$ cat src/rtl/smrf_map.svh
// Register offsets, field positions and reset values of the supply monitor block
`ifndef SMRF_MAP_SVH
`define SMRF_MAP_SVH

// ----------------------------------------------------------------------------
// Register offsets
// ----------------------------------------------------------------------------
`define SMRF_ADDR_CSR   8'h00
`define SMRF_ADDR_ISTAT 8'h01
`define SMRF_ADDR_IMASK 8'h02

// ----------------------------------------------------------------------------
// Control/status register fields
// ----------------------------------------------------------------------------
`define SMRF_CSR_SRC_SEL 7
`define SMRF_CSR_IRQ_EN  6
`define SMRF_CSR_FLAG    5
`define SMRF_CSR_LVD_RF  4
`define SMRF_CSR_RSV_HI  3
`define SMRF_CSR_RSV_LO  1
`define SMRF_CSR_WDG_RF  0

// ----------------------------------------------------------------------------
// Interrupt status and mask fields
// ----------------------------------------------------------------------------
`define SMRF_IST_TOGGLE 0
`define SMRF_IST_RISE   1
`define SMRF_IST_FALL   2
`define SMRF_IST_W      3

// ----------------------------------------------------------------------------
// Reset values
// ----------------------------------------------------------------------------
`define SMRF_CSR_RESET   8'h00
`define SMRF_IST_RESET   3'h0
`define SMRF_IMASK_RESET 3'h0
`define SMRF_RDATA_IDLE  8'h00

`endif

$ cat src/rtl/smrf_pkg.sv
// Types shared by the supply monitor block
package smrf_pkg;

  // --------------------------------------------------------------------------
  // Complete state of the top module
  // --------------------------------------------------------------------------
  typedef struct packed {
    logic       src_sel;
    logic       irq_en;
    logic       avd_flag;
    logic       lvd_rf;
    logic       wdg_rf;
    logic [2:0] istat;
    logic [2:0] imask;
    logic       irq;
    logic [7:0] rdata;
  } smrf_state_t;

endpackage

$ cat src/rtl/smrf_top.sv
// Supply monitor: detector control, threshold flag, reset-source flags
//
// Operation
// - Source select bit is read/write; 0 watches main supply, 1 the detect pin.
// - Auxiliary detection works only while the low-voltage detector option is on.
// - With interrupt enable set, every flag change raises a request; otherwise none.
// - Pending detector request clears by hardware on entry to its service routine.
// - Threshold flag is read-only, hardware-driven: 1 below, 0 above threshold.
// - Low-voltage reset flag sets on that reset, clears by writing zero or by power-on reset.
// - With the detector option off, the low-voltage reset flag is undefined.
// - Watchdog flag sets on watchdog reset, clears by writing zero or by any reset that lacks the watchdog cause or carries the low-voltage one.
// - Flags 00 mean pin reset, 01 watchdog, 1x low-voltage reset.
// - Pin or watchdog reset leaves the low-voltage reset flag untouched.
// - After reset select, enable and reserved bits read zero; flags from hardware.
`timescale 1ns/1ps
`default_nettype none

`include "smrf_map.svh"

module smrf_top #(
  parameter int ADDR_W = 8
) (
  input  wire logic              ref_clk,
  input  wire logic              resetn,
  input  wire logic [ADDR_W-1:0] reg_addr,
  input  wire logic [7:0]        reg_wdata,
  input  wire logic              reg_wr,
  input  wire logic              reg_rd,
  output logic      [7:0]        reg_rdata,
  input  wire logic              lvd_option_en,
  input  wire logic              avd_cmp_vdd,
  input  wire logic              avd_cmp_evd,
  input  wire logic              rst_src_por,
  input  wire logic              rst_src_lvd,
  input  wire logic              rst_src_wdg,
  input  wire logic              avd_irq_ack,
  output logic                   aux_detect_threshold_flag,
  output logic                   irq
);

  // --------------------------------------------------------------------------
  // Declarations
  // --------------------------------------------------------------------------
  smrf_pkg::smrf_state_t st_ff;
  smrf_pkg::smrf_state_t nxt_st;

  logic [1:0] cmp_sync;
  logic       sel_cmp;
  logic       new_flag;
  logic       flag_chg;
  logic       csr_wr;
  logic       ist_wr;
  logic       msk_wr;
  logic [2:0] ist_evt;
  logic [2:0] ist_clr;

  // --------------------------------------------------------------------------
  // Comparator synchronisers
  // --------------------------------------------------------------------------
  // Raw comparators are asynchronous; one clean level per edge avoids
  // double pending on a glitch at the sampling edge
  smrf_sync #(
    .WIDTH (2)
  ) u_cmp_sync (
    .ref_clk  (ref_clk),
    .resetn   (resetn),
    .async_in ({avd_cmp_evd, avd_cmp_vdd}),
    .sync_out (cmp_sync)
  );

  // --------------------------------------------------------------------------
  // Next-state logic
  // --------------------------------------------------------------------------
  // Clears are applied first and sets after, so an event in the clear
  // cycle survives
  always_comb begin
    nxt_st   = st_ff;
    sel_cmp  = st_ff.src_sel ? cmp_sync[1] : cmp_sync[0];
    new_flag = lvd_option_en & sel_cmp;
    flag_chg = new_flag ^ st_ff.avd_flag;
    csr_wr   = reg_wr && (reg_addr == ADDR_W'(`SMRF_ADDR_CSR));
    ist_wr   = reg_wr && (reg_addr == ADDR_W'(`SMRF_ADDR_ISTAT));
    msk_wr   = reg_wr && (reg_addr == ADDR_W'(`SMRF_ADDR_IMASK));
    ist_evt  = 3'h0;
    ist_clr  = 3'h0;

    // Threshold flag follows the selected comparator every cycle
    nxt_st.avd_flag = new_flag;

    // Edge events, only while the enable bit is set
    if (st_ff.irq_en && flag_chg) begin
      ist_evt[`SMRF_IST_TOGGLE] = 1'h1;
      ist_evt[`SMRF_IST_RISE]   = new_flag;
      ist_evt[`SMRF_IST_FALL]   = ~new_flag;
    end

    // Service-routine entry drops the toggle request without a write
    ist_clr[`SMRF_IST_TOGGLE] = avd_irq_ack;
    if (ist_wr) begin
      ist_clr = ist_clr | reg_wdata[`SMRF_IST_W-1:0];
    end
    nxt_st.istat = (st_ff.istat & ~ist_clr) | ist_evt;

    // Control/status register write
    if (csr_wr) begin
      nxt_st.src_sel = reg_wdata[`SMRF_CSR_SRC_SEL];
      nxt_st.irq_en  = reg_wdata[`SMRF_CSR_IRQ_EN];
      // Reset-source flags are write-zero-to-clear; a one is ignored
      if (!reg_wdata[`SMRF_CSR_LVD_RF]) begin
        nxt_st.lvd_rf = 1'h0;
      end
      if (!reg_wdata[`SMRF_CSR_WDG_RF]) begin
        nxt_st.wdg_rf = 1'h0;
      end
    end

    // Mask register write
    if (msk_wr) begin
      nxt_st.imask = reg_wdata[`SMRF_IST_W-1:0];
    end

    // Level interrupt from the next status, so it tracks in the same edge
    nxt_st.irq = |(nxt_st.istat & nxt_st.imask);

    // Read answer stands only in the cycle after the strobe
    nxt_st.rdata = `SMRF_RDATA_IDLE;
    if (reg_rd) begin
      case (reg_addr)
        ADDR_W'(`SMRF_ADDR_CSR): begin
          nxt_st.rdata = {st_ff.src_sel, st_ff.irq_en,
                          st_ff.avd_flag, st_ff.lvd_rf,
                          3'h0, st_ff.wdg_rf};
        end
        ADDR_W'(`SMRF_ADDR_ISTAT): begin
          nxt_st.rdata = {5'h00, st_ff.istat};
        end
        ADDR_W'(`SMRF_ADDR_IMASK): begin
          nxt_st.rdata = {5'h00, st_ff.imask};
        end
        default: begin
          nxt_st.rdata = `SMRF_RDATA_IDLE;
        end
      endcase
    end

    // System reset: control cleared, reset-source flags recorded.
    // Flags are not simply cleared here, since they must outlive the
    // reset that they describe.
    if (!resetn) begin
      nxt_st.src_sel  = 1'(`SMRF_CSR_RESET >> `SMRF_CSR_SRC_SEL);
      nxt_st.irq_en   = 1'h0;
      nxt_st.avd_flag = new_flag;
      nxt_st.istat    = `SMRF_IST_RESET;
      nxt_st.imask    = `SMRF_IMASK_RESET;
      nxt_st.irq      = 1'h0;
      nxt_st.rdata    = `SMRF_RDATA_IDLE;
      // Low-voltage flag kept across pin and watchdog resets; undefined
      // in use while the option is off, so no special case is made
      if (rst_src_lvd) begin
        nxt_st.lvd_rf = 1'h1;
      end else if (rst_src_por) begin
        nxt_st.lvd_rf = 1'h0;
      end else begin
        nxt_st.lvd_rf = st_ff.lvd_rf;
      end
      // Low-voltage reset overrides and clears the watchdog flag
      nxt_st.wdg_rf = rst_src_wdg & ~rst_src_lvd;
    end
  end

  // --------------------------------------------------------------------------
  // State register
  // --------------------------------------------------------------------------
  // Single flop bank; reset is handled in the next-state logic
  always_ff @(posedge ref_clk) begin
    st_ff <= nxt_st;
  end

  // Outputs straight from flops
  assign reg_rdata                 = st_ff.rdata;
  assign aux_detect_threshold_flag = st_ff.avd_flag;
  assign irq                       = st_ff.irq;
endmodule

`default_nettype wire

$ cat src/rtl/smrf_sync.sv
// Two-stage synchroniser for comparator levels
`timescale 1ns/1ps
`default_nettype none

module smrf_sync #(
  parameter int WIDTH = 2
) (
  input  wire logic             ref_clk,
  input  wire logic             resetn,
  input  wire logic [WIDTH-1:0] async_in,
  output logic      [WIDTH-1:0] sync_out
);

  typedef struct packed {
    logic [WIDTH-1:0] s2;
    logic [WIDTH-1:0] s1;
  } smrf_sync_t;

  smrf_sync_t st_ff;
  smrf_sync_t nxt_st;

  // First stage feeds only the second stage
  always_comb begin
    nxt_st.s1 = async_in;
    nxt_st.s2 = st_ff.s1;
    if (!resetn) begin
      nxt_st = '0;
    end
  end

  // State register
  always_ff @(posedge ref_clk) begin
    st_ff <= nxt_st;
  end

  assign sync_out = st_ff.s2;

endmodule

`default_nettype wire

$ cat config.mk
export PLATFORM = sky130hd
export DESIGN_NAME = smrf_top
export DESIGN_NICKNAME = d
export VERILOG_FILES = /design/src/rtl/smrf_pkg.sv /design/src/rtl/smrf_top.sv /design/src/rtl/smrf_sync.sv
export VERILOG_INCLUDE_DIRS = /design/src /design/src/rtl
export SDC_FILE = /design/constraint.sdc
export NUM_CORES = 1
export LEC_CHECK = 0
export BUFFER_PORTS_ARGS = -buffer_cell sky130_fd_sc_hd__buf_4
export CAP_MARGIN = 20
export CORE_ASPECT_RATIO = 0.9
export CORE_MARGIN = 1
export CORE_UTILIZATION = 50
export DETAILED_ROUTE_END_ITERATION = 10
export GPL_ROUTABILITY_DRIVEN = 0
export PLACE_DENSITY = 0.9
export SKIP_LAST_GASP = 1
export SLEW_MARGIN = 10
export SYNTH_ARGS = -nofsm -noshare
export SYNTH_HDL_FRONTEND = slang
export SYNTH_HIERARCHICAL = 1
export SYNTH_SLANG_ARGS = --single-unit
$ cat constraint.sdc
create_clock -name ref_clk -period 3.85 [get_ports ref_clk]
set_clock_uncertainty 0.1 [all_clocks]
set_input_delay 0.9625 -clock ref_clk [delete_from_list [all_inputs] [get_ports ref_clk]]
set_output_delay 0.9625 -clock ref_clk [all_outputs]
set_load 0.05 [all_outputs]
# ---- After elaboration in Yosys (flattened, before gate mapping)
# Index checks and enable logic that the tools add are counted.
dict set report totals {
  ff_bits 24
  latchBits 0
  ram_bits 0
  mem_bits_ro 0
  mem_count 0
}
dict set report classes {
  add_sub_neg 0
  n_mul 0
  div_mod_pow 0
  order_cmp 0
  eq_ne 5
  shift 0
  n_mux 12
  bitwise 10
  reduce_logical 10
}
# operator n
set ops {}
lappend ops {{one-hot mux 8 bit (3 select lines)} 1}
lappend ops {{2-to-1 mux 17 bit} 1}
lappend ops {{2-to-1 mux 3 bit} 3}
lappend ops {{== test 8 x 1 -> 1 bit, second input constant} 1}
lappend ops {{== test 8 x 2 -> 1 bit, second input constant} 1}
lappend ops {{zero test 8 bit} 1}
lappend ops {{2-to-1 mux 8 bit} 1}
lappend ops {{AND 3 bit} 2}
lappend ops {{2-to-1 mux 1 bit} 5}
lappend ops {{logical AND 1 bit} 4}
lappend ops {{!= test 2 bit, second input constant} 2}
lappend ops {{AND reduction 2 bit} 2}
lappend ops {{inverter 3 bit} 1}
lappend ops {{OR 1 x 3 -> 3 bit} 1}
lappend ops {{OR 3 bit} 1}
lappend ops {{AND reduction 3 bit} 1}
lappend ops {{nonzero test 3 bit} 1}
lappend ops {{OR reduction 3 bit} 1}
lappend ops {{AND 1 bit} 2}
lappend ops {{2-to-1 mux 2 bit} 1}
lappend ops {{!= test 2 x 1 -> 1 bit, second input constant} 1}
lappend ops {{inverter 1 bit} 2}
lappend ops {{bitwise XOR 1 bit} 1}

# ---- Depth between registers and ports, before layout
# Gate-level depths: netlist of run 1.
dict set report depth {
  ltp_word 9
  ltp_mapped 6
}

# ---- By module
# The synthesis of run 1 kept the hierarchy.
# mod n_inst cells_per_inst area_each_um2
set by_module_without_submodules {}
lappend by_module_without_submodules {smrf_top 1 84 863.3}
lappend by_module_without_submodules {smrf_sync 1 10 120.1}

# ---- Worst setup path after synthesis of run 1
# OpenSTA, ideal clock, no wires.
dict set report synth_path {
  path_type {input to register}
  start {input port reg_addr[5]}
  end {register st_ff[16] (netlist bit) (enable)}
  t_arrival_ns 1.832
  required_time_ns 3.458
  slack_ns 1.626
  stages 4
  cell_sequence {nor4_4 > nand4_1 > o21ai_0 > o31a_1}
}
dict set report synth_between {
  elab_chain_len 4
}
# item line
set synth_lines {}
lappend synth_lines {{start: declaration} smrf_top.sv:25} ;# input wire logic [ADDR_W-1:0] reg_addr,
lappend synth_lines {{zero test 8 bit} smrf_top.sv:81} ;# csr_wr = reg_wr && (reg_addr == ADDR_W'(`SMRF_ADDR_CSR));
lappend synth_lines {{logical AND 1 bit} smrf_top.sv:81}
lappend synth_lines {{!= test 2 x 1 -> 1 bit (no line)} --}
lappend synth_lines {{AND reduction 3 bit (no line)} --}
lappend synth_lines {{end signal: assignment} smrf_top.sv:176} ;# st_ff <= nxt_st;
lappend synth_lines {{end: declaration} smrf_top.sv:44} ;# smrf_pkg::smrf_state_t st_ff;
# Every way passes these cells.
# A chain may end at the register's enable or synchronous reset.

# ---- Final worst setup path of run 1
# Same ends and word-level chain as after synthesis.

==> results of run 1 <==
path summary, 6_finish.rpt:
check,startpoint,to,slack [ps],cells past startpoint
setup / recovery,reg_addr[5],st_ff[16],1650,5
hold / removal,u_cmp_sync/st_ff[0],u_cmp_sync/sync_out[0],340,1
setup reg to reg,st_ff[19],irq,2280,5
hold reg to reg,u_cmp_sync/st_ff[0],u_cmp_sync/sync_out[0],340,1
sequential cells by signal, summed over array words and instances (netlist names):
register and cells:
st_ff 10, reg_rdata 7, u_cmp_sync/st_ff 2, u_cmp_sync/sync_out 2, aux_detect_threshold_flag 1, irq 1
routing by layer:
layer	global-route usage	wire (um)
met3	0.06186	76
met4	0.08824	15
met1	0.2061	778
met5	0	0
met2	0.2972	860
cell usage in the layout, fill, tap and decap left out, types with 2 or more instances in the layout:
cell / instances
sky130_fd_sc_hd__buf_4: 33
sky130_fd_sc_hd__edfxtp_1: 2
sky130_fd_sc_hd__nor2b_1: 7
sky130_fd_sc_hd__a21oi_1: 2
sky130_fd_sc_hd__inv_1: 3
sky130_fd_sc_hd__dfxtp_1: 21
sky130_fd_sc_hd__nor3b_1: 2
sky130_fd_sc_hd__nand4_1: 2
sky130_fd_sc_hd__and2_1: 9
sky130_fd_sc_hd__clkbuf_4: 3
sky130_fd_sc_hd__o21ai_0: 2
sky130_fd_sc_hd__a22oi_1: 2
sky130_fd_sc_hd__mux2i_1: 5
sky130_fd_sc_hd__nand2_1: 3
sky130_fd_sc_hd__nor2_1: 6
stage by stage:
stage	total power, mW	hold WS, ps	area [um^2]	util	cells
3_5_place_dp	0.2904	312.0	1182	0.6750	140
2_1_floorplan	0.2669	305.7	983.4	-	94
5_1_grt	0.4100	366.5	1209	0.6900	144
6_report	0.3908	337.0	1209	0.6900	144
3_3_place_gp	0.2892	310.9	1182	0.6750	140
4_1_cts	0.3933	339.2	1209	0.6900	144
final cells by class:
type                    count  share of cell area
clock buffers               4             0.02174
multi-input cells          57              0.3416
inverters                   3            0.009317
well taps                  24             0.02484
flip-flops and latches     23              0.3975
repair buffers             33              0.2050
cell usage after synthesis (all sizes together) (3+ instances only):
master / n / area, um^2
dfxtp: 21 / 420.4
buf: 10 / 75.07
and2: 9 / 56.30
nor2b: 7 / 43.79
nor2: 6 / 22.52
mux2i: 5 / 50.05
inv: 3 / 11.26
nand2: 3 / 11.26
nand4: 3 / 25.02
power groups by stage:
stage                     Combinational, mW  Clock [mW]  Sequential [mW]
after detailed placement             0.0385           0            0.252
after CTS                            0.0386       0.108            0.246
after global placement               0.0374           0            0.252
final                                0.0388       0.106            0.246
after global routing                 0.0412       0.122            0.247
after floorplan                      0.0144           0            0.253
cells by family (layout without fill, tap and decap cells):
group	after synthesis	count (layout)	synth area share
AND/OR/NAND/NOR	35	35	0.2277
flip-flops	23	23	0.4885
buffers and inverters	14	40	0.09160
AO/OA/AOI/OAI	13	13	0.1018
multiplexers	7	7	0.07760
other	1	1	0.003813
XOR/XNOR	1	1	0.008907
==> results.md, run 1 <==
Clocking:
- The buffer cell driving the clock tree root is sky130_fd_sc_hd__clkbuf_4.
- The post-CTS setup repair buffer count is 0.
- The number of H-tree branching levels is 1.
- The post-cts sizing count is 0.
- The clock passes through at most 2 buffers.
- The hold-fix buffer count after cts is 0.
- The clock insertion delay at the later pin of the skew report is 300 ps.
- The number of sinks handled by clock tree synthesis is 23.
- TritonCTS built the clock tree.
- Clock-pin slew was measured on the worst setup and hold paths at 110 ps.
- The number of buffers inserted during clock tree synthesis is 3.

Route:
- The remaining design rule violation count is 0.
- The routed design has 1731 um of wire.
- The first-pass iteration count of the detailed router is 4.
- The detailed router's first-iteration violation count is 13.
- In this run the remaining antenna-violating nets after routing total 0.
- The average detailed-routed wire length per instance is 12.02 um.
- The average via count per standard cell is 4.903.
- The via count is 706.

Synth:
- The cell area that synthesis handed to floorplanning was 983.4 um^2.
- Synthesis inferred 23 register bits.
- The Yosys step of the flow raised 6 warnings.
- The dominant synthesized flop cell is sky130_fd_sc_hd__dfxtp_1.
- Yosys mapped a number of flops with a built-in enable equal to 2.
- Dividing the synthesized area by the synthesized cell count gives 10.46 um^2.
- The part of the Yosys area used for sequential elements is 0.4885.
- Of all flip-flops after synthesis, the portion carrying an async set or reset was 0.
- In this run, distinct cell masters in the synthesized netlist total 32.
- The number of nets in the synthesized netlist is 121.
- The number of cells produced by synthesis is 94.

Timing:
- The final count of hold timing violations is 0.
- The highest achievable clock rate is 454.0 MHz.
- Subtracting the final worst setup slack from the clock period gives 2203 ps.
- The final-report setup violation count is 0.
- In the post-route analysis, the smallest setup slack over all paths is 1647 ps.
- Setup repair after global routing left no endpoint under its margin.
- In the finished design, the share of the clock period the worst path needs comes to 0.5722.
- Summed over all failing endpoints, the final setup total negative slack is 0 ps.
- The number of pins exceeding their max-slew limit in the final report was 0.

Final layout:
- The multi-input combinational cells in the finished layout cover a total of 412.9 um^2.
- Across the whole layout, storage elements account for 480.5 um^2.
- The share of final-layout standard cells stronger than drive strength 1 is 0.3667.
- The layout overhead on the synthesized area is 22.90%.
- The antenna diode count is 0.
- The number of filler cells placed in the layout is 152.
- The final layout contains 148 nets.

Critical path:
- Together, buffers and inverters on the worst path number 1.
- Traced cell by cell, the critical path runs through buf_4, nor4_4, nand4_1, o21ai_0, o31a_1.
- The delay contributed by the slowest stage of the critical path is 340 ps.
- At the worst endpoint, the arrival time is 2140 ps.
- The classification of the worst setup path is input port to flop.
- For this design, the slowest cell found on the critical path is sky130_fd_sc_hd__nor4_4.
- Broken down by cell family, the worst path's largest delay share belongs to simple AND/OR/NAND/NOR gates.
- Data on the critical path is required at its endpoint by 3790 ps.
- In this run the worst path has a maximum fanout of 4.
- The worst setup path is launched from an input port.
- The worst setup path is captured at a flop.

Pwr:
- The switching power total is 0.08347 mW.
- Across the VDD grid, the largest voltage drop is 0.2747 mV.
- The relative contribution of sequential cells to total power is 0.631.
- For this design the ratio of total power to cell area is 323.3 nW/um^2.
- The share of total power dissipated in combinational logic is 0.099.
- Cell internal power was estimated by the tool at 0.3073 mW.
- The analysis attributes to cell leakage a power of 0.5532 nW.
- The portion of total power attributed to the clock network is 0.270.
- The fraction of power spent switching nets is 0.2136.

Global route:
- The total congestion overflow after global routing is 0.
- The number of antenna violations at the first check in global routing came to 0.
- The first-pass GRT wire length is 2780 um.
- The maximum number of pins on one net before global-route repair is 21.
- Across every metal layer, demand over resource in global routing totals 0.1775.
- The number of global-route vias before repair is 659.

Floorplan:
- The die covers 2149 um^2.
- The die outline width is 48.75 um.
- In this run the count of I/O pins placed on the die edge is 37.
- The initial utilization of the core area, before any placement, comes to 0.5614.
- The floorplan die height is 44.08 um.
- The total area inside the core boundary comes to 1752 um^2.
- The placement row count is 14.

Worst hold path:
- The class of the tightest hold or removal check is flop to flop.

Placed design:
- The count of buffers inserted at the top-level ports is 33.
- The post-placement setup slack is 1305 ps.
- The wire-length estimate of the detail-placed layout is 1368 um.

Status:
- The flow ran to the end, and the final reports show no timing, DRC or antenna violations.

Job:
- Across the run, the number of max-cap violations was 0.
(Power assumes the default switching activity.)
==> run 2: changes to the inputs <==
- ABC_AREA: not set -> 1
- CORE_UTILIZATION: 50 -> 44
- PLACE_DENSITY: 0.9 -> 0.83
- clock period: 3.85 -> 1.87 ns (I/O delays scaled with it)
==> run 2 against run 1 <==
- sequential share of layout area shrank 3.0 points
- area after synthesis grew 9.7%
- worst hold slack lost 94 ps
- setup slack lost 1300 ps
- sequential cell count is the same
- die area grew 23%
- clock-buffer cell count shrank 1
- critical path type is now flop to primary output
- critical endpoint is now aux_detect_threshold_flag
==> results.md, run 2 <==
Worst hold path:
- The hold-critical path endpoint is u_cmp_sync/st_ff[1].
- The worst hold path depth was 3 (+2).
- The worst hold path belongs to the class input port to flop.
- The origin of the worst min-delay path is avd_cmp_evd.

Global route:
- The number of global-route vias before repair is 800 (+21%).
- The global-route total usage across every layer is 0.1727 (-0.004799).
- The maximum number of pins on one net before global-route repair is 15 (-29%).
- The first-pass GRT wire length came to 3367 um (+21%).
- The number of antenna violations at the first check in global routing was 0 (unchanged).
- The total congestion overflow after global routing came to 0 (unchanged).

Synth:
- The mean area per synthesized cell is 7.704 um^2 (-26%).
- The leading area contributor after synthesis is sky130_fd_sc_hd__dfxtp_1.
- The number of cells produced by synthesis came to 140 (+49%).
- The count of distinct cell types in the synthesized netlist is 27 (-16%).
- The number of enable flip-flop cells after synthesis came to 2 (unchanged).
- The fraction of synthesized cell area taken by the top area cell type is 0.3898 (-0.03769).
- The area of the mapped netlist is 1079 um^2 (+9.7%).
- The commonest cells after synthesis are sky130_fd_sc_hd__nand2_1, sky130_fd_sc_hd__dfxtp_1, sky130_fd_sc_hd__inv_1, sky130_fd_sc_hd__nand3_1, sky130_fd_sc_hd__buf_4.
- The post-synthesis async set-or-reset flop share is 0 (unchanged).
- The most common cell in the synthesized netlist is sky130_fd_sc_hd__nand2_1.
- The part of the Yosys area used for sequential elements is 0.4455 (-0.04307).
- The register bit count reported by yosys was 23 (unchanged).
- The net count after synthesis is 167 (+38%).
- The synthesis warning total is 6 (unchanged).
- The dominant synthesized flop cell is sky130_fd_sc_hd__dfxtp_1.
- Ranked by total cell area, the synthesized netlist is headed by sky130_fd_sc_hd__dfxtp_1, sky130_fd_sc_hd__nand2_1, sky130_fd_sc_hd__buf_4.

Critical path:
- The count of buffer and inverter cells on the critical path came to 1 (unchanged).
- The required time of the critical path is 1300 ps (-2490 ps).
- The count of cell instances traversed by the critical path came to 1 (-4).
- Traced cell by cell, the critical path runs through buf_4.
- The cell with the biggest individual delay on the critical path is sky130_fd_sc_hd__dfxtp_1.
- The flop-to-flop setup slack was 590 ps (-1690 ps).
- STA classifies the critical path endpoint as a primary output.
- The startpoint of the worst setup timing path is aux_detect_threshold_flag.
- The endpoint of the worst register-to-register path is irq.
- The beginning of the worst register-to-register path is st_ff[19].
- The maximum fanout along the worst path is 4 (unchanged).
- STA classifies the critical path startpoint as a flop.
- The delay contributed by the slowest stage of the critical path is 400 ps (+60 ps).
- The classification of the worst setup path is flop to primary output.
- The depth of the most critical reg-to-reg path came to 7 (+2).
- In this design, the largest share of critical-path delay is due to flip-flops.
- The critical path data arrival time came to 930 ps (-1210 ps).

Final layout:
- The flip-flop count of the largest register after layout was 10 (unchanged).
- Leaving out fill and tap cells, the most frequent cell in the layout is sky130_fd_sc_hd__nand2_1.
- The number of nets in the layout was 194 (+31%).
- The number of filler cells placed in the layout is 212 (+39%).
- The antenna diode count is 0 (unchanged).
- The share of final-layout standard cells stronger than drive strength 1 was 0.3133 (-0.05341).
- The layout overhead on the synthesized area is 21.23%.
- Leaving out fill and tap cells, the most frequent cells in the layout are sky130_fd_sc_hd__nand2_1, sky130_fd_sc_hd__buf_4, sky130_fd_sc_hd__dfxtp_1.
- The final core utilization came to 0.5831 (-0.1069).
- The register with the most flip-flops is st_ff.

Timing:
- The final-report setup violation count is 0 (unchanged).
- The number of pins exceeding their max-slew limit in the final report is 0 (unchanged).
- In the finished design, the share of the clock period the worst path needs comes to 0.8034.
- The smallest clock period supported by the final layout is computed as 1502 ps.
- The post-layout worst setup margin is 367.7 ps (-1280 ps).
- The setup TNS was 0 ps (unchanged).
- The final count of hold timing violations is 0 (unchanged).
- Static timing analysis puts the maximum clock frequency at 665.7 MHz.
- Setup repair after global routing left no endpoint under its margin.

Pwr:
- The maximum resistive drop on vdd came to 0.5173 mV (+88%).
- The internal portion of total power is 0.6287 mW (+100%).
- The final total power is 0.8205 mW (+110%).
- The switching power total is 0.1918 mW (+130%).
- The leakage power total is 0.6241 nW (+13%).
- The portion of total power attributed to the clock network is 0.272 (+0.002).
- The fraction of power spent switching nets was 0.2338 (+0.02019).
- The power density relative to cell area came to 627.6 nW/um^2 (+94%).
- The relative contribution of sequential cells to total power is 0.620 (-0.011).
- The relative contribution of combinational cells to total power is 0.108 (+0.009).

Clocking:
- The clock transition time at the flip-flop clock pins of the worst setup and hold paths is 120 ps (about the same).
- The hold-fix buffer count after cts is 0 (unchanged).
- The buffer cell driving the clock tree root is sky130_fd_sc_hd__clkbuf_4.
- The post-cts sizing count is 0 (unchanged).
- The number of sinks handled by clock tree synthesis was 23 (unchanged).
- The number of buffers inserted during clock tree synthesis came to 3 (unchanged).
- The TritonCTS clock tree is built.
- The number of H-tree branching levels is 1 (unchanged).
- The post-CTS setup repair buffer count came to 0 (unchanged).
- The number of buffers between clock root and the deepest sink is 2 (unchanged).
- The clock insertion delay at the later pin of the skew report is 310 ps (about the same).

Floorplan:
- The placeable core region is 2242 um^2 (+28%).
- The starting utilization of the core area is 0.4810 (-0.08040).
- The placement row count is 16 (+2).
- The floorplan die height came to 48.97 um (+11%).
- The number of top-level pins is 37 (unchanged).
- The die outline width came to 54.19 um (+11%).
- The die footprint is 2653 um^2 (+23%).

Route:
- The remaining design rule violation count is 0 (unchanged).
- The remaining antenna violation count after routing is 0 (unchanged).
- The wire length after detailed routing is 2032 um (+17%).
- The via count is 904 (+28%).
- The average via count per standard cell came to 4.684 (-4.5%).
- The detailed router's first-iteration violation count is 8 (-5).
- The average detailed-routed wire length per instance is 10.53 um (-12%).
- The first-pass iteration count of the detailed router is 4 (unchanged).

Status:
- The run finished with clean final reports.

Job:
- The number of max-cap violations is 0 (unchanged).

Placed design:
- The count of buffers inserted at the top-level ports is 33 (unchanged).
- The post-placement setup slack is 74.61 ps (-1230 ps).
- The half-perimeter wire length after detailed placement is 1645 um (+20%).
[run 2: worst max-delay path by stage]
stage / to / slack, ps
after floorplan: st_ff[16] / 330
after global placement: st_ff[16] / 140
after detailed placement: st_ff[16] / 70
after CTS: aux_detect_threshold_flag / 360
after global routing: st_ff[16] / 320
final: aux_detect_threshold_flag / 370
[run 2: kinds of logic (layout without fill, tap and decap cells)]
logic type	Yosys count	in the layout	synth area share
compound gates	14	14	0.07541
flops	23	23	0.4455
simple gates	69	69	0.3202
other cells	1	1	0.003477
buf+inv	33	59	0.1554
[run 2: cell type report]
cell class              instances  area [um^2]  share of cell area
well taps                      27        33.78             0.02584
clock inverters                 1        5.005            0.003828
multi-input cells              84        430.4              0.3292
clock buffers                   3        22.52             0.01722
flip-flops and latches         23        480.5              0.3675
repair buffers                 33        247.7              0.1895
inverters                      22        87.58             0.06699
[run 2: routing by layer]
layer | part of all wire | GRT usage | vias up
li1 | - | - | 479
met1 | 0.43 | 0.2155 | 401
met2 | 0.52 | 0.2947 | 22
met3 | 0.039 | 0.03738 | 2
met4 | 0.0069 | 0.03846 | 0
met5 | 0 | 0 | -
[run 2: through the flow]
step	instance area (um^2)	std cells	hold slack, ps
CTS	1308	193	240.8
global placement	1280	189	291.1
detailed placement	1280	189	300.2
global route	1308	193	233.3
floorplan	1079	140	285.6
finish	1308	193	242.9
[run 2: power by group through the flow]
stage / combinational (mW) / clock [mW] / sequential (mW)
floorplan: 0.0389 / 0 / 0.520
global placement: 0.0858 / 0 / 0.519
detailed placement: 0.0894 / 0 / 0.519
CTS: 0.0896 / 0.229 / 0.508
global route: 0.0973 / 0.243 / 0.510
finish: 0.0889 / 0.223 / 0.508
[run 2: tightest hold or removal path, stage by stage]
cell and delay (ps):
sky130_fd_sc_hd__buf_4 80, sky130_fd_sc_hd__nand2_1 40, sky130_fd_sc_hd__inv_1 40
